<file path="src/hw/charger_protect_consts.vh">
// constants shared by the charger input protection control core
`ifndef CHARGER_PROTECT_CONSTS_VH
`define CHARGER_PROTECT_CONSTS_VH

// ----------------------------------------------------------------
// clock and timing (times in microseconds)
// ----------------------------------------------------------------
`define CLK_MHZ            100
`define PGOOD_DGL_US       100
`define OVP_REC_DGL_US     100
`define OCP_BLANK_US       5
`define OCP_REC_US         100

// ----------------------------------------------------------------
// fault counting
// ----------------------------------------------------------------
`define FAULT_LIMIT        4'hf
`define FAULT_CNT_RESET    4'h0

// ----------------------------------------------------------------
// register map (byte addresses)
// ----------------------------------------------------------------
`define REG_CTRL           8'h00
`define REG_STATUS         8'h04
`define REG_COUNT          8'h08

// ctrl fields
`define CTRL_CLR_BIT       0

// bus answers
`define RESP_OKAY          2'h0
`define RESP_SLVERR        2'h2

`endif

</file>
<file path="src/hw/charger_input_protection_ctrl.v">
// control core of a charger front-end protection block
//
// Added by the designer: the AXI4-Lite interface to the registers and the placing of the registers.
`timescale 1ns/1ps
`include "charger_protect_consts.vh"

module charger_input_protection_ctrl #(
    parameter ADDR_WIDTH   = 8,
    parameter TIMER_WIDTH  = 32,
    parameter PGOOD_CYCLES  = `PGOOD_DGL_US * `CLK_MHZ,
    parameter OVPREC_CYCLES = `OVP_REC_DGL_US * `CLK_MHZ,
    parameter BLANK_CYCLES  = `OCP_BLANK_US * `CLK_MHZ,
    parameter OCPREC_CYCLES = `OCP_REC_US * `CLK_MHZ
) (
    // clock and reset
    input  wire                  ref_clk,
    input  wire                  reset_n,
    // axi4-lite write address
    input  wire [ADDR_WIDTH-1:0] s_axi_awaddr,
    input  wire                  s_axi_awvalid,
    output wire                  s_axi_awready,
    // axi4-lite write data
    input  wire [31:0]           s_axi_wdata,
    input  wire [3:0]            s_axi_wstrb,
    input  wire                  s_axi_wvalid,
    output wire                  s_axi_wready,
    // axi4-lite write response
    output reg  [1:0]            s_axi_bresp,
    output reg                   s_axi_bvalid,
    input  wire                  s_axi_bready,
    // axi4-lite read address
    input  wire [ADDR_WIDTH-1:0] s_axi_araddr,
    input  wire                  s_axi_arvalid,
    output wire                  s_axi_arready,
    // axi4-lite read data
    output reg  [31:0]           s_axi_rdata,
    output reg  [1:0]            s_axi_rresp,
    output reg                   s_axi_rvalid,
    input  wire                  s_axi_rready,
    // comparator flags from the analog front end
    input  wire                  inUnderVolt,
    input  wire                  inOverVolt,
    input  wire                  inOverCurrent,
    input  wire                  batOverVolt,
    input  wire                  overTemp,
    // host enable, active low
    input  wire                  enable_n,
    // pass switch commands
    output reg                   passSwitchOn,
    output reg                   softStartReq,
    output reg                   softStopReq,
    output reg                   currentLimitHold,
    // open-drain fault indication
    output wire                  faultOut,
    output reg                   faultOe
);

    // ------------------------------------------------------------
    // states
    // ------------------------------------------------------------
    localparam S_DOWN   = 3'h0;
    localparam S_PGOOD  = 3'h1;
    localparam S_OFF    = 3'h2;
    localparam S_ON     = 3'h3;
    localparam S_OVP    = 3'h4;
    localparam S_OCPREC = 3'h5;

    localparam [TIMER_WIDTH-1:0] PGOOD_LAST  = PGOOD_CYCLES - 1;
    localparam [TIMER_WIDTH-1:0] OVPREC_LAST = OVPREC_CYCLES - 1;
    localparam [TIMER_WIDTH-1:0] BLANK_LAST  = BLANK_CYCLES - 1;
    localparam [TIMER_WIDTH-1:0] OCPREC_LAST = OCPREC_CYCLES - 1;

    // ------------------------------------------------------------
    // reset release
    // ------------------------------------------------------------
    reg rstMeta_reg;
    reg rstSync_n;

    always @(posedge ref_clk or negedge reset_n) begin
        if (!reset_n) begin
            rstMeta_reg <= 1'b0;
            rstSync_n   <= 1'b0;
        end else begin
            rstMeta_reg <= 1'b1;
            rstSync_n   <= rstMeta_reg;
        end
    end

    // ------------------------------------------------------------
    // pin synchronisers: a change counts once stages two and three agree
    // ------------------------------------------------------------
    wire [5:0] pinRaw;
    reg  [5:0] pinS1_reg;
    reg  [5:0] pinS2_reg;
    reg  [5:0] pinS3_reg;
    reg  [5:0] pinFilt_reg;
    wire [5:0] pinAgree;

    assign pinRaw   = {enable_n, overTemp, batOverVolt, inOverCurrent,
                       inOverVolt, inUnderVolt};
    assign pinAgree = ~(pinS2_reg ^ pinS3_reg);

    // filtered pins start as "under lockout" and "enabled"
    always @(posedge ref_clk or negedge rstSync_n) begin
        if (!rstSync_n) begin
            pinS1_reg   <= 6'h01;
            pinS2_reg   <= 6'h01;
            pinS3_reg   <= 6'h01;
            pinFilt_reg <= 6'h01;
        end else begin
            pinS1_reg   <= pinRaw;
            pinS2_reg   <= pinS1_reg;
            pinS3_reg   <= pinS2_reg;
            pinFilt_reg <= (pinS3_reg & pinAgree) | (pinFilt_reg & ~pinAgree);
        end
    end

    wire uvlo    = pinFilt_reg[0];
    wire ovpF    = pinFilt_reg[1];
    wire ocpF    = pinFilt_reg[2];
    wire batF    = pinFilt_reg[3];
    wire otF     = pinFilt_reg[4];
    // floating pin is pulled down, so low means enabled
    wire enabled = ~pinFilt_reg[5];

    // ------------------------------------------------------------
    // protection sequencer
    // ------------------------------------------------------------
    reg [2:0]             state_reg;
    reg [TIMER_WIDTH-1:0] timer_reg;
    reg [3:0]             ocpCnt_reg;
    reg [3:0]             batCnt_reg;
    reg                   enPrev_reg;
    reg                   swClear_reg;

    wire locked    = (ocpCnt_reg == `FAULT_LIMIT) ||
                     (batCnt_reg == `FAULT_LIMIT);
    wire safe      = ~ovpF & ~batF & ~otF;
    wire clrCounts = (enabled & ~enPrev_reg) | swClear_reg;

    always @(posedge ref_clk or negedge rstSync_n) begin
        if (!rstSync_n) begin
            state_reg        <= S_DOWN;
            timer_reg        <= {TIMER_WIDTH{1'b0}};
            ocpCnt_reg       <= `FAULT_CNT_RESET;
            batCnt_reg       <= `FAULT_CNT_RESET;
            enPrev_reg       <= 1'b1;
            passSwitchOn     <= 1'b0;
            softStartReq     <= 1'b0;
            softStopReq      <= 1'b0;
            currentLimitHold <= 1'b0;
        end else if (uvlo) begin
            // power-down; everything cleared while below lockout
            state_reg        <= S_DOWN;
            timer_reg        <= {TIMER_WIDTH{1'b0}};
            ocpCnt_reg       <= `FAULT_CNT_RESET;
            batCnt_reg       <= `FAULT_CNT_RESET;
            enPrev_reg       <= 1'b1;
            passSwitchOn     <= 1'b0;
            softStartReq     <= 1'b0;
            softStopReq      <= 1'b0;
            currentLimitHold <= 1'b0;
        end else begin
            enPrev_reg       <= enabled;
            softStartReq     <= 1'b0;
            softStopReq      <= 1'b0;
            currentLimitHold <= 1'b0;
            // clear counters; a same-cycle increment below wins
            if (clrCounts) begin
                ocpCnt_reg <= `FAULT_CNT_RESET;
                batCnt_reg <= `FAULT_CNT_RESET;
            end
            case (state_reg)
                S_DOWN: begin
                    state_reg <= S_PGOOD;
                    timer_reg <= {TIMER_WIDTH{1'b0}};
                end
                S_PGOOD: begin
                    if (timer_reg >= PGOOD_LAST) begin
                        timer_reg <= {TIMER_WIDTH{1'b0}};
                        if (ovpF)
                            state_reg <= S_OVP;
                        else
                            state_reg <= S_OFF;
                    end else begin
                        timer_reg <= timer_reg + 1'b1;
                    end
                end
                S_OFF: begin
                    timer_reg <= {TIMER_WIDTH{1'b0}};
                    // on only when enabled, safe and not locked
                    if (enabled && safe && !locked && !clrCounts) begin
                        state_reg    <= S_ON;
                        passSwitchOn <= 1'b1;
                        softStartReq <= 1'b1;
                    end else if (enabled && safe && !locked) begin
                        state_reg <= S_OFF;
                    end
                end
                S_ON: begin
                    if (ovpF) begin
                        state_reg    <= S_OVP;
                        passSwitchOn <= 1'b0;
                        timer_reg    <= {TIMER_WIDTH{1'b0}};
                    end else if (!enabled) begin
                        state_reg    <= S_OFF;
                        passSwitchOn <= 1'b0;
                    end else if (batF) begin
                        state_reg    <= S_OFF;
                        passSwitchOn <= 1'b0;
                        softStopReq  <= 1'b1;
                        if (batCnt_reg != `FAULT_LIMIT)
                            batCnt_reg <= batCnt_reg + 1'b1;
                    end else if (otF) begin
                        state_reg    <= S_OFF;
                        passSwitchOn <= 1'b0;
                    end else if (ocpF) begin
                        currentLimitHold <= 1'b1;
                        if (timer_reg >= BLANK_LAST) begin
                            // off for recovery; soft stop; count
                            state_reg        <= S_OCPREC;
                            passSwitchOn     <= 1'b0;
                            softStopReq      <= 1'b1;
                            currentLimitHold <= 1'b0;
                            timer_reg        <= {TIMER_WIDTH{1'b0}};
                            if (ocpCnt_reg != `FAULT_LIMIT)
                                ocpCnt_reg <= ocpCnt_reg + 1'b1;
                        end else begin
                            timer_reg <= timer_reg + 1'b1;
                        end
                    end else begin
                        // cleared early: keep running, restart blanking
                        timer_reg <= {TIMER_WIDTH{1'b0}};
                    end
                end
                S_OVP: begin
                    // recovery deglitch restarts on each new overvoltage
                    if (ovpF) begin
                        timer_reg <= {TIMER_WIDTH{1'b0}};
                    end else if (timer_reg >= OVPREC_LAST) begin
                        timer_reg <= {TIMER_WIDTH{1'b0}};
                        state_reg <= S_OFF;
                    end else begin
                        timer_reg <= timer_reg + 1'b1;
                    end
                end
                S_OCPREC: begin
                    // off for the recovery time, then retry
                    if (timer_reg >= OCPREC_LAST) begin
                        timer_reg <= {TIMER_WIDTH{1'b0}};
                        state_reg <= S_OFF;
                    end else begin
                        timer_reg <= timer_reg + 1'b1;
                    end
                end
                default: begin
                    state_reg    <= S_DOWN;
                    passSwitchOn <= 1'b0;
                end
            endcase
        end
    end

    // ------------------------------------------------------------
    // fault indication
    // ------------------------------------------------------------
    wire protActive = ovpF | batF | otF | locked |
                      (state_reg == S_OVP) | (state_reg == S_OCPREC);

    assign faultOut = 1'b0;

    always @(posedge ref_clk or negedge rstSync_n) begin
        if (!rstSync_n) begin
            faultOe <= 1'b0;
        end else begin
            // pulled low on protection or lock while enabled and above lockout
            faultOe <= ~uvlo & enabled & protActive;
        end
    end

    // ------------------------------------------------------------
    // axi4-lite slave
    // ------------------------------------------------------------
    reg                  awHeld_reg;
    reg                  wHeld_reg;
    reg [ADDR_WIDTH-1:0] awAddr_reg;
    reg [31:0]           wData_reg;
    reg [3:0]            wStrb_reg;

    assign s_axi_awready = ~awHeld_reg & ~s_axi_bvalid;
    assign s_axi_wready  = ~wHeld_reg & ~s_axi_bvalid;
    assign s_axi_arready = ~s_axi_rvalid;

    wire doWrite = awHeld_reg & wHeld_reg & ~s_axi_bvalid;
    wire ctrlHit = (awAddr_reg == `REG_CTRL);

    always @(posedge ref_clk or negedge rstSync_n) begin
        if (!rstSync_n) begin
            awHeld_reg   <= 1'b0;
            wHeld_reg    <= 1'b0;
            awAddr_reg   <= {ADDR_WIDTH{1'b0}};
            wData_reg    <= 32'h0;
            wStrb_reg    <= 4'h0;
            s_axi_bvalid <= 1'b0;
            s_axi_bresp  <= `RESP_OKAY;
            swClear_reg  <= 1'b0;
        end else begin
            swClear_reg <= 1'b0;
            if (s_axi_awvalid && s_axi_awready) begin
                awHeld_reg <= 1'b1;
                awAddr_reg <= s_axi_awaddr;
            end
            if (s_axi_wvalid && s_axi_wready) begin
                wHeld_reg <= 1'b1;
                wData_reg <= s_axi_wdata;
                wStrb_reg <= s_axi_wstrb;
            end
            if (doWrite) begin
                awHeld_reg   <= 1'b0;
                wHeld_reg    <= 1'b0;
                s_axi_bvalid <= 1'b1;
                // ctrl clear is self-clearing, so only a pulse is stored
                if (ctrlHit) begin
                    s_axi_bresp <= `RESP_OKAY;
                    swClear_reg <= wStrb_reg[0] &
                                   wData_reg[`CTRL_CLR_BIT];
                end else begin
                    s_axi_bresp <= `RESP_SLVERR;
                end
            end else if (s_axi_bvalid && s_axi_bready) begin
                s_axi_bvalid <= 1'b0;
            end
        end
    end

    wire [31:0] statusWord;
    wire [31:0] countWord;

    assign statusWord = {17'h0, state_reg, 2'h0, currentLimitHold, locked,
                         faultOe, passSwitchOn, enabled, uvlo,
                         otF, batF, ocpF, ovpF};
    assign countWord  = {20'h0, batCnt_reg, 4'h0, ocpCnt_reg};

    always @(posedge ref_clk or negedge rstSync_n) begin
        if (!rstSync_n) begin
            s_axi_rvalid <= 1'b0;
            s_axi_rdata  <= 32'h0;
            s_axi_rresp  <= `RESP_OKAY;
        end else if (s_axi_arvalid && s_axi_arready) begin
            s_axi_rvalid <= 1'b1;
            s_axi_rresp  <= `RESP_OKAY;
            case (s_axi_araddr)
                `REG_CTRL:   s_axi_rdata <= 32'h0;
                `REG_STATUS: s_axi_rdata <= statusWord;
                `REG_COUNT:  s_axi_rdata <= countWord;
                default: begin
                    s_axi_rdata <= 32'h0;
                    s_axi_rresp <= `RESP_SLVERR;
                end
            endcase
        end else if (s_axi_rvalid && s_axi_rready) begin
            s_axi_rvalid <= 1'b0;
        end
    end

endmodule

</file>
<file path="config.mk">
export PLATFORM = sky130hd
export DESIGN_NAME = charger_input_protection_ctrl
export DESIGN_NICKNAME = d
export VERILOG_FILES = /design/src/hw/charger_input_protection_ctrl.v
export VERILOG_INCLUDE_DIRS = /design/src /design/src/hw
export SDC_FILE = /design/constraint.sdc
export NUM_CORES = 1
export LEC_CHECK = 0
export ABC_AREA = 1
export BUFFER_PORTS_ARGS = -buffer_cell sky130_fd_sc_hd__buf_2
export CORE_MARGIN = 4
export CORE_UTILIZATION = 39
export CTS_CLUSTER_DIAMETER = 30
export DETAILED_ROUTE_END_ITERATION = 16
export MAX_ROUTING_LAYER = met4
export PLACE_DENSITY = 0.69
export SYNTH_ARGS = -nofsm -noshare
export SYNTH_HDL_FRONTEND = slang
export SYNTH_SLANG_ARGS = --single-unit
export TNS_END_PERCENT = 1
</file>
<file path="constraint.sdc">
create_clock -name ref_clk -period 3.03 [get_ports ref_clk]
set_input_delay 0.1515 -clock ref_clk [delete_from_list [all_inputs] [get_ports ref_clk]]
set_output_delay 0.1515 -clock ref_clk [all_outputs]
set_load 0.02 [all_outputs]
</file>
==> run_results.csv <==
group,metric,value,unit
finish,finalCoreUtilization,46.35,%
power_and_ir_drop,cellLeakagePower,2.888,nW
route,number_of_drc_markers_in_iteration_0,252,
route,drc,0,
logic_synthesis,ys_ff_latch,107,
floorplanning,die_w,122.1,um
setup_path,critical-path-top-cell-by-count,"nand2_1",
cts,number_of_buffers_added_by_the_clock_tree_synthesis_step,9,
logic_synthesis,synthDistinctLibCells,44,
sta,layout_worst_path_cycle_share,66.25,%
placement,port-buffer-count,57,
cts,number_of_resized_instances_in_the_post_cts_repair_step,0,
sta,period_minus_slack,2.007,ns
cts,cts.root.buffer_cell,"clkbuf_16",
setup_path,highest_fanout_seen_on_the_critical_path,27,
sta,final_critical_path_setup_slack,1.023,ns
logic_synthesis,syn_area,0.005080,sq mm
global_routing,grt_util_all_layers,15.07,%
global_routing,initial_antenna_violation_count,0,
job,maxCapViolCount,0,
finish,design.final.nets,710,
setup_path,slowest_stage,"dfstp_2",
route,detail_route.vias_per_cell,4.808,
setup_path,critical_path.n_buffers_inverters,1,
worst_hold_path,hold_class,"in2reg",
placement,finalWeightedCongestion,0.8977,
sta,worst_slew_margin_rel,53.89,%
setup_path,slowest_delay,0.64,ns
global_routing,overflow,0,
cts,tritoncts,"built",
floorplanning,ioPinCount,112,
setup_path,timing.critical_path.to,"timer_reg[7]$_DFFE_PN0P_",
setup_path,critical_path_data_required_time,3.30,ns
cts,h-tree-depth,3,
cts,clock_pin_slew_reported_for_the_worst_setup_and_hold_paths_after_clock_tree_synthesis,0.07,ns
logic_synthesis,synth-main-ff-cell,"dfrtp_1",
global_routing,global_route_wire_length_before_repair,17.63,mm
outcome,outcome,"finished, final reports clean",
finish,layout.cells.non_filler,819,
logic_synthesis,proportion_of_netlist_area_held_by_the_largest_area_contributor,50.25,%
route,total_iterations_of_the_first_detailed_routing_run,5,
sta,final-hold-violation-count,0,
finish,syn_to_final_growth,15.62,%
logic_synthesis,synth_top_cell_by_area,"dfrtp_1",
setup_path,crit_path_kind,"reg2reg",
power_and_ir_drop,worst_ir_drop_vdd,0.3363,mV
finish,fraction_of_layout_cells_with_a_size_suffix_above_1,19.01,%
floorplanning,die_area,0.01492,sq mm
setup_path,cp-end-kind,"flop",
floorplanning,dieHeight,122.1,um
sta,finClkSkew,0.007386,ns
floorplanning,initial_core_util,40.09,%
route,detail_route.wirelength,10.36,mm
setup_path,timing.rr.end,"timer_reg[7]$_DFFE_PN0P_",
setup_path,worstSetupStartpointType,"flop",
sta,setup_viol,0,
floorplanning,core,0.01267,sq mm
route,ant_nets,0,
logic_synthesis,yosys_warnings,0,
setup_path,cp_data_arrival_time,2.28,ns
power_and_ir_drop,finalPower,0.003594,W
setup_path,number_of_cells_traversed_by_the_worst_register_to_register_path,8,
floorplanning,std_cell_rows,41,
setup_path,worst-path-stages,8,
logic_synthesis,synth_enable_flop_cells,0,
setup_path,rrSetupSlack,1.02,ns
logic_synthesis,syn_area_per_cell,8.819,sq um
logic_synthesis,async_flop_share,100.0,%
cts,insertion_delay,0.35,ns
logic_synthesis,synth_top_cells_by_area,"dfrtp_1 (50%), nand2_1 (9.2%), nor2_1 (6.1%)",
sta,worst-slew-pin-transition,0.6917,ns
placement,placed_cells_incl_taps,795,
sta,finalMaxSlewViolations,0,
logic_synthesis,synthTopCellsByCount,"nand2_1 (125), dfrtp_1 (102), nor2_1 (82)",
sta,clock.fmax,498.2,MHz
cts,cts.sink_count,107,
setup_path,crit_chain,"inv_2 > nand2_1 > nand2_2 > nor2_4 > nand2_1 > nand2_1 > nand2_1 > a21oi_2",
placement,placement.setup.worst_slack,1.016,ns
finish,antenna_cells,0,
logic_synthesis,synthMostInstantiatedCell,"nand2_1",
sta,grt_setup_unrepaired,"no",
route,routedWlPerCell,12.65,um
setup_path,kind_of_cell_with_the_highest_combined_delay_on_the_critical_path,"simple AND/OR/NAND/NOR gates",
placement,dp_hpwl,7.520,mm
global_routing,via_count_of_the_first_global_routing_pass,3828,
global_routing,maximum_number_of_pins_on_one_net_before_global_route_repair,55,
logic_synthesis,postSynthCellCount,576,
sta,setup_total_negative_slack,0,ns
route,routed-via-count,3938,
cts,cts_buffer_depth,2,
logic_synthesis,synth-seq-area-share,52.83,%
finish,flip_flop_count_of_the_largest_register_after_layout,32,
power_and_ir_drop,power_per_cell_area,612.0,mW/mm^2
-- cell families (layout without fill, tap and decap cells) --
logic type / after synthesis / count (layout) / share of synthesized area [%]
buffers and inverters: 102 / 154 / 9.433
adder cells (fa/ha/maj): 9 / 9 / 1.921
XOR/XNOR: 4 / 4 / 0.6896
multiplexers: 10 / 10 / 2.217
other: 2 / 21 / 0.1478
AO/OA/AOI/OAI: 51 / 51 / 6.182
AND/OR/NAND/NOR: 291 / 291 / 26.58
flip-flops: 107 / 107 / 52.83
-- area by class of cell --
class | count | area (sq um)
repair buffers | 66 | 385.4
clock buffers | 12 | 266.5
inverters | 72 | 275.3
multi-input cells | 386 | 1988
clock inverters | 4 | 55.05
fillers | 1220 | 6798
flip-flops and latches | 107 | 2688
well taps | 172 | 215.2
-- worst min-delay path by stage --
| stage | startpoint | endpoint | slack [ns] | cells past startpoint |
|---|---|---|---|---|
| 6_report | s_axi_rready | s_axi_rvalid$_DFFE_PN0P_ | 0.007 | 2 |
| 5_1_grt | s_axi_rready | s_axi_rvalid$_DFFE_PN0P_ | 0.02 | 2 |
| 2_1_floorplan | reset_n | rstMeta_reg$_DFF_PN0_ | -0.14 | 0 |
| 3_3_place_gp | reset_n | rstMeta_reg$_DFF_PN0_ | -0.06 | 1 |
| 3_5_place_dp | reset_n | rstMeta_reg$_DFF_PN0_ | -0.06 | 1 |
| 4_1_cts | s_axi_rready | s_axi_rvalid$_DFFE_PN0P_ | 0.003 | 2 |
-- stage by stage --
step,hold slack (ns),instance area (sq um)
3_5_place_dp,-0.06182,5472
3_3_place_gp,-0.06371,5472
6_report,0.007189,5873
5_1_grt,0.01810,5873
4_1_cts,0.003203,5873
2_1_floorplan,-0.1441,5152
-- layer usage --
metal	vias to the layer above	GRT usage, %	share of wire, %
met5	-	-	0
met4	0	5.038	1.8
met3	18	3.110	5.5
met2	120	24.97	49
met1	1872	18.48	44
li1	1928	-	-
-- what timing repair did --
item	4_1_cts	5_1_grt
buffers inserted	0	0
hold buffers	8	0
hold endpoints to repair	9	0
-- cell usage in the layout, fill, tap and decap left out, types with 8 or more instances in the layout --
cell,count
nor2_1,82
nand3_1,39
inv_1,67
conb_1,21
nand4_1,10
a21oi_1,11
nand2_1,125
dlygate4sd3_1,8
dfrtp_1,101
buf_2,57
mux2_2,10
clkbuf_16,9
o21ai_0,14
-- power breakdown --
part | total [W] | switching (W) | internal [W] | leakage [nW]
Combinational | 0.000651 | 0.000412 | 0.000239 | 1.35
Clock | 0.00124 | 0.000521 | 0.000715 | 0.156
Sequential | 0.00171 | 0.000129 | 0.00158 | 1.38
-- worst reg2reg max path: cells and delay by family (launching register included) --
family	cells	cell delay [ns]
buf+inv	1	0.18
simple gates	6	1.01
flops	1	0.64
compound gates	1	0.11
Note: power is estimated with default switching activity, not from simulation.
